## src/core/fsc_pkg.sv

```systemverilog
/*
  Constants for the second fan channel segment speed control block.
  Assumes a 20 MHz aclk and AXI4-Lite register access with 32-bit data.
*/
package fsc_pkg;
  // Clock and PWM timing
  localparam int CLK_HZ = 20000000;
  localparam int PWM_FAST_HZ_X10 = 235000;
  localparam int PWM_SLOW_HZ = 220;
  localparam int PWM_FAST_CYC = (CLK_HZ * 10) / PWM_FAST_HZ_X10;
  localparam int PWM_SLOW_CYC = CLK_HZ / PWM_SLOW_HZ;
  localparam int STEP_BASE_US = 1000;
  localparam int STEP_BASE_CYC = (CLK_HZ / 1000000) * STEP_BASE_US;
  localparam int PCNT_W = 17;
  localparam int SCNT_W = 18;
  // Register indices; byte address is four times the index
  localparam logic [7:0] IDX_SEG1 = 8'hba;
  localparam logic [7:0] IDX_SEG2 = 8'hbb;
  localparam logic [7:0] IDX_SEG3 = 8'hbe;
  localparam logic [7:0] IDX_MAP = 8'hbf;
  localparam logic [7:0] IDX_MODE = 8'hc0;
  localparam logic [7:0] IDX_STAT = 8'hc1;
  // Reset values
  localparam logic [7:0] RST_SEG1 = 8'hff;
  localparam logic [7:0] RST_SEG2 = 8'hd9;
  localparam logic [7:0] RST_SEG3 = 8'h80;
  localparam logic [7:0] RST_MAP = 8'h1d;
  localparam logic [7:0] RST_MODE = 8'h01;
  // Mapping register fields
  localparam int MAP_SRC_HI = 7;
  localparam int MAP_PWM_RATE = 6;
  localparam int MAP_FORCE = 5;
  localparam int MAP_SMOOTH = 4;
  localparam int MAP_RISE_JUMP = 3;
  localparam int MAP_FALL_JUMP = 2;
  // Mode register fields
  localparam int MODE_LSB = 0;
  localparam int SLOPE_LSB = 2;
  localparam logic [7:0] DUTY_FULL = 8'hff;
  localparam logic [1:0] RESP_OKAY = 2'h0;
  localparam logic [1:0] RESP_SLVERR = 2'h2;
  typedef enum logic [1:0] {
    FSC_MODE_SPEED = 2'b00,
    FSC_MODE_DUTY = 2'b01,
    FSC_MODE_MAN0 = 2'b10,
    FSC_MODE_MAN1 = 2'b11
  } fsc_mode_t;
  typedef enum logic [1:0] {
    FSC_ZONE_HIGH = 2'b00,
    FSC_ZONE_MID = 2'b01,
    FSC_ZONE_LOW = 2'b10,
    FSC_ZONE_RSV = 2'b11
  } fsc_zone_t;
endpackage

```

## src/core/fsc_duty_if.sv

```systemverilog
/*
  Carrier between the controller, the duty ramp and the PWM generator.
  Assumes all users sit on aclk.
*/
`timescale 1ns/100ps
`default_nettype none
interface fsc_duty_if;
  logic [7:0] target;
  logic jump;
  logic hold;
  logic [17:0] step_cycles;
  logic [7:0] duty;
  modport ctrl (output target, output jump, output hold, output step_cycles, input duty);
  modport ramp (input target, input jump, input hold, input step_cycles, output duty);
  modport pwm (input duty);
endinterface
`default_nettype wire

```

## src/core/fsc_top.sv

```systemverilog
/*
  Second fan channel segment speed control with AXI4-Lite registers.
  Assumes zone and over-limit inputs come from monitor logic on aclk.
*/
`timescale 1ns/100ps
`default_nettype none
module fsc_top
  import fsc_pkg::*;
#(
  parameter int SLOW_CYC = PWM_SLOW_CYC,
  parameter int STEP_CYC = STEP_BASE_CYC
) (
  // Clock, reset, enable
  input wire logic aclk,
  input wire logic aresetn,
  input wire logic ce,
  // AXI4-Lite write
  input wire logic [11:0] s_axi_awaddr,
  input wire logic s_axi_awvalid,
  output logic s_axi_awready,
  input wire logic [31:0] s_axi_wdata,
  input wire logic [3:0] s_axi_wstrb,
  input wire logic s_axi_wvalid,
  output logic s_axi_wready,
  output logic [1:0] s_axi_bresp,
  output logic s_axi_bvalid,
  input wire logic s_axi_bready,
  // AXI4-Lite read
  input wire logic [11:0] s_axi_araddr,
  input wire logic s_axi_arvalid,
  output logic s_axi_arready,
  output logic [31:0] s_axi_rdata,
  output logic [1:0] s_axi_rresp,
  output logic s_axi_rvalid,
  input wire logic s_axi_rready,
  // Monitor inputs
  input wire logic [1:0] temp_zone,
  input wire logic any_over_limit,
  // Outputs
  output logic [2:0] thermal_source_sel,
  output logic [7:0] speed_target,
  output logic [7:0] duty,
  output logic pwm_out
);
  logic [7:0] first_segment_target;
  logic [7:0] second_segment_target;
  logic [7:0] third_segment_target;
  logic [7:0] map_ctrl;
  logic [7:0] mode_ctrl;
  logic aw_full;
  logic w_full;
  logic [11:0] aw_addr;
  logic [31:0] w_data;
  logic [3:0] w_strb;
  logic [1:0] zone_q;

  fsc_duty_if dif ();

  // Field views
  wire thermal_source_upper_bit = map_ctrl[MAP_SRC_HI];
  wire pwm_rate_choice = map_ctrl[MAP_PWM_RATE];
  wire overtemp_full_speed_force = map_ctrl[MAP_FORCE];
  wire table_smoothing_on = map_ctrl[MAP_SMOOTH];
  wire rise_direct_step = map_ctrl[MAP_RISE_JUMP];
  wire fall_direct_step = map_ctrl[MAP_FALL_JUMP];
  wire [1:0] thermal_source_choice = map_ctrl[1:0];
  wire [1:0] mode_bits = mode_ctrl[MODE_LSB+1:MODE_LSB];
  wire [1:0] duty_slope_choice = mode_ctrl[SLOPE_LSB+1:SLOPE_LSB];
  fsc_mode_t channel_operating_mode;
  assign channel_operating_mode = fsc_mode_t'(mode_bits);

  // Write channel
  assign s_axi_awready = ce && !aw_full && !s_axi_bvalid;
  assign s_axi_wready = ce && !w_full && !s_axi_bvalid;
  wire aw_take = s_axi_awvalid && s_axi_awready;
  wire w_take = s_axi_wvalid && s_axi_wready;
  wire aw_have = aw_full || aw_take;
  wire w_have = w_full || w_take;
  wire [11:0] wr_addr = aw_full ? aw_addr : s_axi_awaddr;
  wire [31:0] wr_data = w_full ? w_data : s_axi_wdata;
  wire [3:0] wr_strb = w_full ? w_strb : s_axi_wstrb;
  wire wr_go = ce && aw_have && w_have && !s_axi_bvalid;
  wire [9:0] wr_idx = wr_addr[11:2];
  wire wr_lane = wr_strb[0];
  wire wr_seg1 = wr_idx == {2'b00, IDX_SEG1};
  wire wr_seg2 = wr_idx == {2'b00, IDX_SEG2};
  wire wr_seg3 = wr_idx == {2'b00, IDX_SEG3};
  wire wr_map = wr_idx == {2'b00, IDX_MAP};
  wire wr_mode = wr_idx == {2'b00, IDX_MODE};
  wire wr_stat = wr_idx == {2'b00, IDX_STAT};
  wire wr_hit = wr_seg1 || wr_seg2 || wr_seg3 || wr_map || wr_mode || wr_stat;
  wire wr_en = wr_go && wr_lane;

  always_ff @(posedge aclk) begin
    if (!aresetn) begin
      aw_full <= 1'b0;
      w_full <= 1'b0;
      aw_addr <= '0;
      w_data <= '0;
      w_strb <= '0;
      s_axi_bvalid <= 1'b0;
      s_axi_bresp <= RESP_OKAY;
    end else if (ce) begin
      if (wr_go) begin
        aw_full <= 1'b0;
        w_full <= 1'b0;
        s_axi_bvalid <= 1'b1;
        s_axi_bresp <= wr_hit ? RESP_OKAY : RESP_SLVERR;
      end else begin
        if (aw_take) begin
          aw_full <= 1'b1;
          aw_addr <= s_axi_awaddr;
        end
        if (w_take) begin
          w_full <= 1'b1;
          w_data <= s_axi_wdata;
          w_strb <= s_axi_wstrb;
        end
        if (s_axi_bvalid && s_axi_bready) begin
          s_axi_bvalid <= 1'b0;
        end
      end
    end
  end

  // Register file
  always_ff @(posedge aclk) begin
    if (!aresetn) begin
      first_segment_target <= RST_SEG1;
      second_segment_target <= RST_SEG2;
      third_segment_target <= RST_SEG3;
      map_ctrl <= RST_MAP;
      mode_ctrl <= RST_MODE;
    end else if (ce && wr_en) begin
      if (wr_seg1) begin
        first_segment_target <= wr_data[7:0];
      end else if (wr_seg2) begin
        second_segment_target <= wr_data[7:0];
      end else if (wr_seg3) begin
        third_segment_target <= wr_data[7:0];
      end else if (wr_map) begin
        map_ctrl <= wr_data[7:0];
      end else if (wr_mode) begin
        mode_ctrl <= {4'h0, wr_data[3:0]};
      end
    end
  end

  // Read channel
  assign s_axi_arready = ce && !s_axi_rvalid;
  wire ar_take = s_axi_arvalid && s_axi_arready;
  wire [9:0] rd_idx = s_axi_araddr[11:2];
  wire [7:0] status_byte = {4'h0, zone_q, duty == dif.target, dif.jump};
  logic [7:0] rd_byte;
  logic rd_hit;
  always_comb begin
    rd_hit = 1'b1;
    if (rd_idx == {2'b00, IDX_SEG1}) begin
      rd_byte = first_segment_target;
    end else if (rd_idx == {2'b00, IDX_SEG2}) begin
      rd_byte = second_segment_target;
    end else if (rd_idx == {2'b00, IDX_SEG3}) begin
      rd_byte = third_segment_target;
    end else if (rd_idx == {2'b00, IDX_MAP}) begin
      rd_byte = map_ctrl;
    end else if (rd_idx == {2'b00, IDX_MODE}) begin
      rd_byte = mode_ctrl;
    end else if (rd_idx == {2'b00, IDX_STAT}) begin
      rd_byte = status_byte;
    end else begin
      rd_byte = 8'h00;
      rd_hit = 1'b0;
    end
  end

  always_ff @(posedge aclk) begin
    if (!aresetn) begin
      s_axi_rvalid <= 1'b0;
      s_axi_rdata <= '0;
      s_axi_rresp <= RESP_OKAY;
    end else if (ce) begin
      if (ar_take) begin
        s_axi_rvalid <= 1'b1;
        s_axi_rdata <= {24'h0, rd_byte};
        s_axi_rresp <= rd_hit ? RESP_OKAY : RESP_SLVERR;
      end else if (s_axi_rvalid && s_axi_rready) begin
        s_axi_rvalid <= 1'b0;
      end
    end
  end

  // Segment selection and duty control
  fsc_zone_t zone;
  assign zone = fsc_zone_t'(temp_zone);
  wire rise_hi = (zone == FSC_ZONE_HIGH) && (zone_q != FSC_ZONE_HIGH);
  wire fall_hi = (zone != FSC_ZONE_HIGH) && (zone_q == FSC_ZONE_HIGH);
  wire [7:0] seg_raw = (zone == FSC_ZONE_HIGH) ? first_segment_target :
                       (zone == FSC_ZONE_MID) ? second_segment_target : third_segment_target;
  wire [7:0] seg_upper = (zone == FSC_ZONE_MID) ? first_segment_target : second_segment_target;
  wire [8:0] seg_sum = {1'b0, seg_raw} + {1'b0, seg_upper};
  wire [7:0] seg_smooth = (table_smoothing_on && zone != FSC_ZONE_HIGH) ? seg_sum[8:1] : seg_raw;
  wire forced = overtemp_full_speed_force && any_over_limit;
  wire auto_mode = (channel_operating_mode == FSC_MODE_SPEED) || (channel_operating_mode == FSC_MODE_DUTY);
  wire fall_jump = fall_hi && fall_direct_step;
  wire [7:0] next_target = forced ? DUTY_FULL : fall_jump ? second_segment_target : seg_smooth;
  wire next_jump = forced || (rise_hi && rise_direct_step) || fall_jump;
  wire [17:0] step_len = SCNT_W'(STEP_CYC) << duty_slope_choice;

  assign dif.target = next_target;
  assign dif.jump = auto_mode && next_jump;
  assign dif.hold = !auto_mode;
  assign dif.step_cycles = step_len;
  assign duty = dif.duty;

  always_ff @(posedge aclk) begin
    if (!aresetn) begin
      zone_q <= FSC_ZONE_LOW;
      speed_target <= '0;
      thermal_source_sel <= '0;
    end else if (ce) begin
      zone_q <= temp_zone;
      speed_target <= (channel_operating_mode == FSC_MODE_SPEED) ? next_target : 8'h00;
      thermal_source_sel <= {thermal_source_upper_bit, thermal_source_choice};
    end
  end

  fsc_ramp u_ramp (
    .aclk(aclk),
    .aresetn(aresetn),
    .ce(ce),
    .dif(dif.ramp)
  );

  fsc_pwm #(
    .SLOW_CYC(SLOW_CYC)
  ) u_pwm (
    .aclk(aclk),
    .aresetn(aresetn),
    .ce(ce),
    .rate_choice(pwm_rate_choice),
    .dif(dif.pwm),
    .pwm_out(pwm_out)
  );

  // Checks
  property p_speed_mode;
    @(posedge aclk) disable iff (!aresetn)
    (ce && channel_operating_mode == FSC_MODE_SPEED) |=> speed_target == $past(next_target);
  endproperty
  a_speed_mode: assert property (p_speed_mode) else $error("speed target not taken in mode 00");

  property p_duty_mode;
    @(posedge aclk) disable iff (!aresetn)
    (ce && channel_operating_mode == FSC_MODE_DUTY && dif.jump) |=> speed_target == 8'h00 && duty == $past(next_target);
  endproperty
  a_duty_mode: assert property (p_duty_mode) else $error("duty mode target not applied");

  property p_force_full;
    @(posedge aclk) disable iff (!aresetn)
    (ce && auto_mode && overtemp_full_speed_force && any_over_limit) |=> duty == DUTY_FULL;
  endproperty
  a_force_full: assert property (p_force_full) else $error("forced full speed missing");

  property p_smooth;
    @(posedge aclk) disable iff (!aresetn)
    (table_smoothing_on && !forced && !fall_jump && zone == FSC_ZONE_MID) |-> 9'(dif.target) == seg_sum >> 1;
  endproperty
  a_smooth: assert property (p_smooth) else $error("interpolated target wrong");

  property p_rise_jump;
    @(posedge aclk) disable iff (!aresetn)
    (ce && auto_mode && !forced && rise_hi && rise_direct_step) |=> duty == $past(first_segment_target);
  endproperty
  a_rise_jump: assert property (p_rise_jump) else $error("rise jump missed segment 1");

  property p_rise_ramp;
    @(posedge aclk) disable iff (!aresetn)
    (ce && auto_mode && !forced && rise_hi && !rise_direct_step && duty < next_target) |=> duty <= $past(duty) + 8'h1;
  endproperty
  a_rise_ramp: assert property (p_rise_ramp) else $error("rise without jump stepped too far");

  property p_fall_jump;
    @(posedge aclk) disable iff (!aresetn)
    (ce && auto_mode && !forced && fall_hi && fall_direct_step) |=> duty == $past(second_segment_target);
  endproperty
  a_fall_jump: assert property (p_fall_jump) else $error("fall jump missed segment 2");

  property p_source;
    @(posedge aclk) disable iff (!aresetn)
    (ce && wr_en && wr_map) |=> ##1 thermal_source_sel == {$past(wr_data[7], 2), $past(wr_data[1:0], 2)};
  endproperty
  a_source: assert property (p_source) else $error("source select not following register");

  c_rise_jump: cover property (@(posedge aclk) disable iff (!aresetn) rise_hi && rise_direct_step);
  c_fall_ramp: cover property (@(posedge aclk) disable iff (!aresetn) fall_hi && !fall_direct_step);
  c_write: cover property (@(posedge aclk) disable iff (!aresetn) s_axi_bvalid && s_axi_bready);
  c_read: cover property (@(posedge aclk) disable iff (!aresetn) s_axi_rvalid && s_axi_rready);
endmodule
`default_nettype wire

```

## src/core/fsc_ramp.sv

```systemverilog
/*
  Duty ramp: jumps to the target on request, otherwise steps one unit
  per interval unless held. Assumes the controller holds target and interval stable.
*/
`timescale 1ns/100ps
`default_nettype none
module fsc_ramp
  import fsc_pkg::*;
(
  // Clock and reset
  input wire logic aclk,
  input wire logic aresetn,
  input wire logic ce,
  // Duty carrier
  fsc_duty_if.ramp dif
);
  logic [17:0] cnt;
  logic [7:0] duty;
  wire tick = (cnt + 18'h1 >= dif.step_cycles);
  wire need_up = (duty < dif.target);
  wire need_dn = (duty > dif.target);

  always_ff @(posedge aclk) begin
    if (!aresetn) begin
      cnt <= '0;
      duty <= '0;
    end else if (ce) begin
      if (dif.jump) begin
        duty <= dif.target;
        cnt <= '0;
      end else if (dif.hold || !(need_up || need_dn)) begin
        cnt <= '0;
      end else if (tick) begin
        cnt <= '0;
        duty <= need_up ? duty + 8'h1 : duty - 8'h1;
      end else begin
        cnt <= cnt + 18'h1;
      end
    end
  end
  assign dif.duty = duty;

  property p_step_one;
    @(posedge aclk) disable iff (!aresetn)
    ($changed(duty) && !$past(dif.jump)) |-> (duty == $past(duty) + 8'h1 || duty == $past(duty) - 8'h1);
  endproperty
  a_step_one: assert property (p_step_one) else $error("ramp moved by more than one unit");
endmodule
`default_nettype wire

```

## src/core/fsc_pwm.sv

```systemverilog
/*
  PWM generator with two selectable output frequencies.
  Assumes duty from the ramp on the same clock.
*/
`timescale 1ns/100ps
`default_nettype none
module fsc_pwm
  import fsc_pkg::*;
#(
  parameter int SLOW_CYC = PWM_SLOW_CYC
) (
  // Clock and reset
  input wire logic aclk,
  input wire logic aresetn,
  input wire logic ce,
  // Control
  input wire logic rate_choice,
  fsc_duty_if.pwm dif,
  // Pin
  output logic pwm_out
);
  logic [PCNT_W-1:0] cnt;
  wire [PCNT_W-1:0] period = rate_choice ? PCNT_W'(SLOW_CYC) : PCNT_W'(PWM_FAST_CYC);
  wire [PCNT_W+7:0] prod = {8'h0, period} * {{PCNT_W{1'b0}}, dif.duty};
  wire [PCNT_W-1:0] thresh = prod[PCNT_W+7:8];
  wire wrap = (cnt + PCNT_W'(1) >= period);

  always_ff @(posedge aclk) begin
    if (!aresetn) begin
      cnt <= '0;
      pwm_out <= 1'b0;
    end else if (ce) begin
      cnt <= wrap ? '0 : cnt + PCNT_W'(1);
      pwm_out <= (dif.duty == DUTY_FULL) || (cnt < thresh);
    end
  end

  property p_fast_bound;
    @(posedge aclk) disable iff (!aresetn)
    (!rate_choice && $stable(rate_choice)) |-> cnt < PCNT_W'(PWM_FAST_CYC);
  endproperty
  a_fast_bound: assert property (p_fast_bound) else $error("fast period exceeded");
endmodule
`default_nettype wire

```

## config.mk

```make
export PLATFORM = sky130hd
export DESIGN_NAME = fsc_top
export DESIGN_NICKNAME = d
export VERILOG_FILES = /design/src/core/fsc_pkg.sv /design/src/core/fsc_duty_if.sv /design/src/core/fsc_top.sv /design/src/core/fsc_ramp.sv /design/src/core/fsc_pwm.sv
export SDC_FILE = /design/constraint.sdc
export NUM_CORES = 1
export LEC_CHECK = 0
export BUFFER_PORTS_ARGS = -buffer_cell sky130_fd_sc_hd__buf_2
export CAP_MARGIN = 20
export CORE_ASPECT_RATIO = 1.2
export CORE_MARGIN = 2
export CORE_UTILIZATION = 55
export CTS_BUF_LIST = sky130_fd_sc_hd__clkbuf_16
export DETAILED_ROUTE_END_ITERATION = 12
export GPL_ROUTABILITY_DRIVEN = 0
export GPL_TIMING_DRIVEN = 0
export PLACE_DENSITY_LB_ADDON = 0.15
export SYNTH_ARGS = -nofsm -noshare
export SYNTH_HDL_FRONTEND = slang
export SYNTH_SLANG_ARGS = --single-unit
```

## constraint.sdc

```tcl
create_clock -name aclk -period 14.3 [get_ports aclk]
set_clock_uncertainty 0.2 [all_clocks]
set_input_delay 0.715 -clock aclk [delete_from_list [all_inputs] [get_ports aclk]]
set_output_delay 0.715 -clock aclk [all_outputs]
set_load 0.05 [all_outputs]
```

# Word level (Yosys, flattened, before mapping)
# Cells that the tools add are included.
# W data, S select, Z words.
dict set report op_classes {
  n_addsub 5
  n_mul 1
  div_mod_pow 0
  magnitude_cmp 5
  n_eq_ne 17
  shifts 1
  mux 41
  bitwise_logic 5
  reduce_logical 65
}
# cell n
set op_table {}
lappend op_table {{$mux W8} 16}
lappend op_table {{$eq A10 B8 Y1 const B} 12}
lappend op_table {{$mux W18} 3}
lappend op_table {{$mux W17} 2}
lappend op_table {{$mul A17 B8 Y25} 1}
lappend op_table {{$logic_and A1 B1 Y1} 22}
lappend op_table {{$add A18 B1 Y18 const B} 1}
lappend op_table {{$ge A18 B18 Y1} 1}
lappend op_table {{$shl A15 B2 Y18 const A} 1}
lappend op_table {{$add A17 B1 Y17 const B} 1}
lappend op_table {{$ge A17 B17 Y1} 1}
lappend op_table {{$lt A17 B17 Y1} 1}
lappend op_table {{$mux W1} 15}
lappend op_table {{$reduce_and A2 Y1} 7}
lappend op_table {{$reduce_bool A2 Y1} 7}
lappend op_table {{$logic_or A1 B1 Y1} 13}
lappend op_table {{$mux W12} 1}
lappend op_table {{$reduce_and A3 Y1} 4}
lappend op_table {{$add A8 B8 Y9} 1}
lappend op_table {{$add A8 B1 Y8 const B} 1}
lappend op_table {{$eq A8 B8 Y1} 1}
lappend op_table {{$eq A8 B8 Y1 const B} 1}
lappend op_table {{$gt A8 B8 Y1} 1}
lappend op_table {{$lt A8 B8 Y1} 1}
lappend op_table {{11 further kinds} 25}
dict set report word_totals {
  ff_bits 130
  latchBits 0
  ramBits 0
  mem_bits_ro 0
  input_bits 71
  out_inout_bits 61
  wordCells 162
  memories 0
}

# Longest topological paths before layout
dict set report depth {
  ltp_word 14
  mapped_depth 27
  ltp_nobuf 27
}

# By module
# A second synthesis with hierarchy kept.
dict set report unflattened {
  hier_cells 1425
  hier_area_um2 11848.9
}
# mod instances cells_per_inst area_per_inst_um2 seq_area_each_um2
set by_module_without_submodules {}
lappend by_module_without_submodules {fsc_top 1 587 4934.7 1641.6}
lappend by_module_without_submodules {fsc_pwm 1 508 4310.4 360.3}
lappend by_module_without_submodules {fsc_ramp 1 330 2603.7 520.5}

# Worst setup path after synthesis
# Ideal clock, no wire load.
dict set report synth_path {
  path_type {register to register}
  from {register u_ramp.duty[6], in the netlist u_ramp.dif.duty[6]}
  to {register u_pwm.pwm_out}
  setup_time_ns 0.057
  arrival_time_ns 5.926
  t_required_ns 14.043
  path_slack_ns 8.117
  path_stages_with_launch 24
  n_path_buf 0
  synth_period_minus_slack_ns 6.183
  cell_sequence {dfxtp_1 nand2_1 fa_1 inv_1 fa_1 fa_1 inv_1 fa_1 inv_1 ha_1 a21oi_1 o21ai_0 a211o_1 o211ai_1 a21o_1 mux2i_1 a2111oi_0 ha_1 a21oi_1 nor2b_1 o21ai_0 nand4_1 nor3_1 a31o_2}
}
dict set report synth_between {
  elab_chain_len 3
  word_cells_on_any_way 4
  cone_classes {1 x mul; 1 x order compare; 1 x eq/ne; 1 x reduce/logical}
}
# item line
set synth_lines {}
lappend synth_lines {{start, declared} fsc_ramp.sv:18} ;# logic [7:0] duty;
lappend synth_lines {{start signal, assigned} fsc_ramp.sv:29} ;# duty <= dif.target;
lappend synth_lines {{start signal, assigned} fsc_ramp.sv:35} ;# duty <= need_up ? duty + 8'h1 : duty - 8'h1;
lappend synth_lines {{$mul A17 B8 Y25} fsc_pwm.sv:24} ;# wire [PCNT_W+7:0] prod = {8'h0, period} * {{PCNT_W{1'b0}}, dif.duty};
lappend synth_lines {{$lt A17 B17 Y1} fsc_pwm.sv:34} ;# pwm_out <= (dif.duty == DUTY_FULL) || (cnt < thresh);
lappend synth_lines {{$logic_or A1 B1 Y1 (*)} fsc_pwm.sv:34}
lappend synth_lines {{end signal, assigned} fsc_pwm.sv:34}
lappend synth_lines {{end, declared} fsc_pwm.sv:20} ;# output logic pwm_out
# Mark *: on every way between the ends. The rest lies on a longest branch, timed or not.
# A chain may end at the register's enable or synchronous reset.

# Final worst setup path
dict set report layout_path {
  from {register map_ctrl[6]}
  to {register u_pwm.pwm_out}
}
dict set report layout_between {
  elab_chain_len 4
}
# item line
set layout_lines {}
lappend layout_lines {{start, declared} fsc_top.sv:48} ;# logic [7:0] map_ctrl;
lappend layout_lines {{start signal, assigned} fsc_top.sv:142} ;# map_ctrl <= wr_data[7:0];
lappend layout_lines {{$mux W17} fsc_pwm.sv:23} ;# wire [PCNT_W-1:0] period = rate_choice ? PCNT_W'(SLOW_CYC) : PCNT_W'(PWM_FAST_CYC);
lappend layout_lines {{$mul A17 B8 Y25} fsc_pwm.sv:24}
lappend layout_lines {{$lt A17 B17 Y1} fsc_pwm.sv:34}
lappend layout_lines {{$logic_or A1 B1 Y1} fsc_pwm.sv:34}
# No other way between the ends.

==> flow_metrics.env <==
export IMPL_cp_start_kind="flop"
export IMPL_post_route_cell_area_sq_um=12770
export IMPL_nNetsFinal=1696
export IMPL_dpl_cell_count=1694
export IMPL_syn_instance_count=1331
export IMPL_synth_edff_count=0
export IMPL_path_class="flop to flop"
export IMPL_yosys_top_cells_count="139 x ha_1, 126 x dfxtp_1, 119 x nand2_1, 108 x inv_1, 86 x mux2i_1"
export IMPL_worst_pin_slew_ns=0.8128
export IMPL_grt_use_total_pct=28.58
export IMPL_worstPathMaxFanout=10
export IMPL_post_cts_buffers=0
export IMPL_ys_ff_latch=126
export IMPL_cts_sinks=126
export IMPL_antenna_found_initial=0
export IMPL_wirelength_mm=30.44
export IMPL_synth_flop_cell="dfxtp_1"
export IMPL_fp_dieArea_sq_um=21830
export IMPL_coreArea_sq_um=20250
export IMPL_fp_dieH_um=161.5
export IMPL_drv_cap=0
export IMPL_drcViolationCount=0
export IMPL_yosysWarnings=0
export IMPL_yosys_top_cells_area="dfxtp_1 22%, ha_1 15%, mux2i_1 7.6%"
export IMPL_required_ns=14.47
export IMPL_diodes=0
export IMPL_placed_area_sq_um=12150
export IMPL_routed_via_density=5.813
export IMPL_portBuffers=73
export IMPL_wl_met2_mm=15.03
export IMPL_setup_worst_path_end_class="flop"
export IMPL_drt_iter0_markers=629
export IMPL_cp_arrival_ns=7.47
export IMPL_yosysSeqAreaShare_pct=22.20
export IMPL_wl_met3_mm=1.564
export IMPL_rows=57
export IMPL_clock_path_buffers=2
export IMPL_synth_cell_types=84
export IMPL_rsz0062_at_grt="no"
export IMPL_cts_htree_levels=4
export IMPL_slew_headroom_pct=45.64
export IMPL_hold_ws_ns=0.2631
export IMPL_powerDensity_nw_per_um2=81.35
export IMPL_hp_class="flop to flop"
export IMPL_clk_pin_slew_ns=0.06
export IMPL_synth_top_area_share_pct=22.20
export IMPL_drtAntennaViolNets=0
export IMPL_vias=10030
export IMPL_timing_final_max_slew_violations=0
export IMPL_status="completed"
export IMPL_synthToLayoutAreaGrowth_pct=12.41
export IMPL_root_buffer="clkbuf_16"
export IMPL_dp_hpwl_mm=23.59
export IMPL_initial_core_util_pct=56.10
export IMPL_top_layer="met4"
export IMPL_ctsHoldBuffers=0
export IMPL_final_util_pct=63.06
export IMPL_fin_cells=1726
export IMPL_die_w_um=135.2
export IMPL_min_period_over_period_pct=51.05
export IMPL_synth_area_sq_um=11360
export IMPL_dr_pass1_iters=5
export IMPL_drive_gt1_share_pct=12.32
export IMPL_insertion_delay_ns=0.43
export IMPL_hold_violations=0
export IMPL_fin_crit_ns=7.301
export IMPL_leakage_nw=6.235
export IMPL_wl_met1_mm=12.69
export IMPL_ctsResizeCount=0
export IMPL_grt_max_degree=17
export IMPL_fmax_ghz=0.1370
export IMPL_synth_largest_area_cell="dfxtp_1"
export IMPL_cts_tree="done"
export IMPL_n_fill_cell=1844
export IMPL_syn_area_per_cell_sq_um=8.537
export IMPL_final_setup_viol_count=0
export IMPL_grt_overflow=0
export IMPL_grt_pass1_wl_mm=49.20
export IMPL_cts_buffers=17
export IMPL_yosysMostFrequentCell="ha_1"
export IMPL_io_pins=132
export IMPL_wl_per_cell_um=17.64
export IMPL_peakVddDrop_mv=0.08322
export IMPL_synth_async_reset_ratio_pct=0
export IMPL_setup_tns_final_ns=0
export IMPL_grt_pass1_vias=9700
critical path, stage by stage (launching register included):
cell       delay (ns)
dfxtp_1          0.76
clkbuf_1         0.59
nand2_1          0.20
fa_1             0.55
inv_1            0.05
fa_1             0.50
fa_1             0.57
inv_1            0.06
fa_1             0.54
inv_1            0.04
ha_1             0.33
a21oi_1          0.15
o21ai_0          0.18
a211o_1          0.35
o211ai_1         0.27
a21o_1           0.21
mux2i_1          0.08
a2111oi_0        0.42
ha_1             0.32
a21oi_1          0.14
nor2b_1          0.06
o21ai_0          0.17
nand4_1          0.15
nor3_1           0.18
a31o_2           0.16
flip-flops by register name, indices dropped and copies added (netlist names), 2 cells and up:
signal	flops
aw_addr	10
second_segment_target	8
u_ramp.cnt	18
w_data	8
map_ctrl	8
u_ramp.dif.duty	8
first_segment_target	8
s_axi_rdata	8
speed_target	8
mode_ctrl	4
third_segment_target	8
u_pwm.cnt	17
zone_q	2
thermal_source_sel	3
worst paths after layout:
path,from,endpoint,slack (ns),depth (start not counted)
hold / removal,s_axi_rdata[5]$_SDFFE_PN0P_,s_axi_rdata[5]$_SDFFE_PN0P_,0.26,2
hold reg to reg,s_axi_rdata[5]$_SDFFE_PN0P_,s_axi_rdata[5]$_SDFFE_PN0P_,0.26,2
setup / recovery,map_ctrl[6]$_SDFFE_PN0P_,u_pwm.pwm_out$_SDFFE_PN0P_,7.00,24
setup reg to reg,map_ctrl[6]$_SDFFE_PN0P_,u_pwm.pwm_out$_SDFFE_PN0P_,7.00,24
stage by stage:
stage | total power, W | setup slack [ns]
final | 0.001039 | 7.000
after global routing | 0.001079 | 6.527
after CTS | 0.001040 | 7.024
after floorplan | 0.0005279 | 8.117
after global placement | 0.0005797 | 7.028
after detailed placement | 0.0005826 | 7.043
metal layers:
layer  vias to the layer above  track usage [%]
met5                         -                0
met4                         0            10.46
met3                        79            4.363
met2                       336            50.46
met1                      4724            35.05
li1                       4895                -
power breakdown:
part | leakage (nW) | switching (W) | internal [W]
sequential | 1.02 | 0.00000980 | 0.000358
clock | 0.292 | 0.000171 | 0.000290
combinational | 4.92 | 0.000134 | 0.0000755
kinds of logic (layout without fill, tap and decap cells):
family | Yosys count | after routing | synth area share (%)
XOR/XNOR | 42 | 42 | 3.238
buffers and inverters | 194 | 299 | 7.554
flip-flops | 126 | 126 | 22.20
AO/OA/AOI/OAI | 256 | 256 | 15.68
adder cells (fa/ha/maj) | 177 | 177 | 22.00
other | 2 | 27 | 0.06610
multiplexers | 103 | 103 | 9.261
AND/OR/NAND/NOR | 431 | 431 | 20.00
placed cells by master (no fill, tap or decap), types with 8 or more instances in the layout:
cell type  netlist  routed
a21boi_0        25      25
a21o_1          17      17
a21oi_1         52      52
a32o_1           8       8
and2_1          11      11
and3_1          17      17
buf_2            7      80
buf_4           27      27
clkbuf_1        45      45
clkbuf_16        0      17
conb_1           2      27
dfxtp_1        126     126
fa_1            38      38
ha_1           139     139
inv_1          108     108
mux2_2          17      17
mux2i_1         86      86
nand2_1        119     119
nand2b_1         8       8
nand3_1         49      49
nand4_1         21      21
nor2_1          61      61
nor2b_1         68      68
nor3_1          12      12
o2111ai_1        9       9
o211ai_1        14      14
o21a_1          12      12
o21ai_0         50      50
or2_2           12      12
or3_1            8       8
xnor2_1         26      26
xor2_1          16      16
cell type report:
class / instances / area, sq um / share of cell area (%)
Clock buffer: 17 / 425.4 / 3.331
Timing Repair Buffer: 73 / 365.4 / 2.861
Multi-Input combinational cell: 1036 / 8075 / 63.23
Sequential cell: 126 / 2522 / 19.75
Tap cell: 265 / 331.6 / 2.596
Clock inverter: 15 / 193.9 / 1.518
Inverter: 109 / 409.1 / 3.203
Buffer: 85 / 449.2 / 3.517
(Power assumes the default switching activity.)
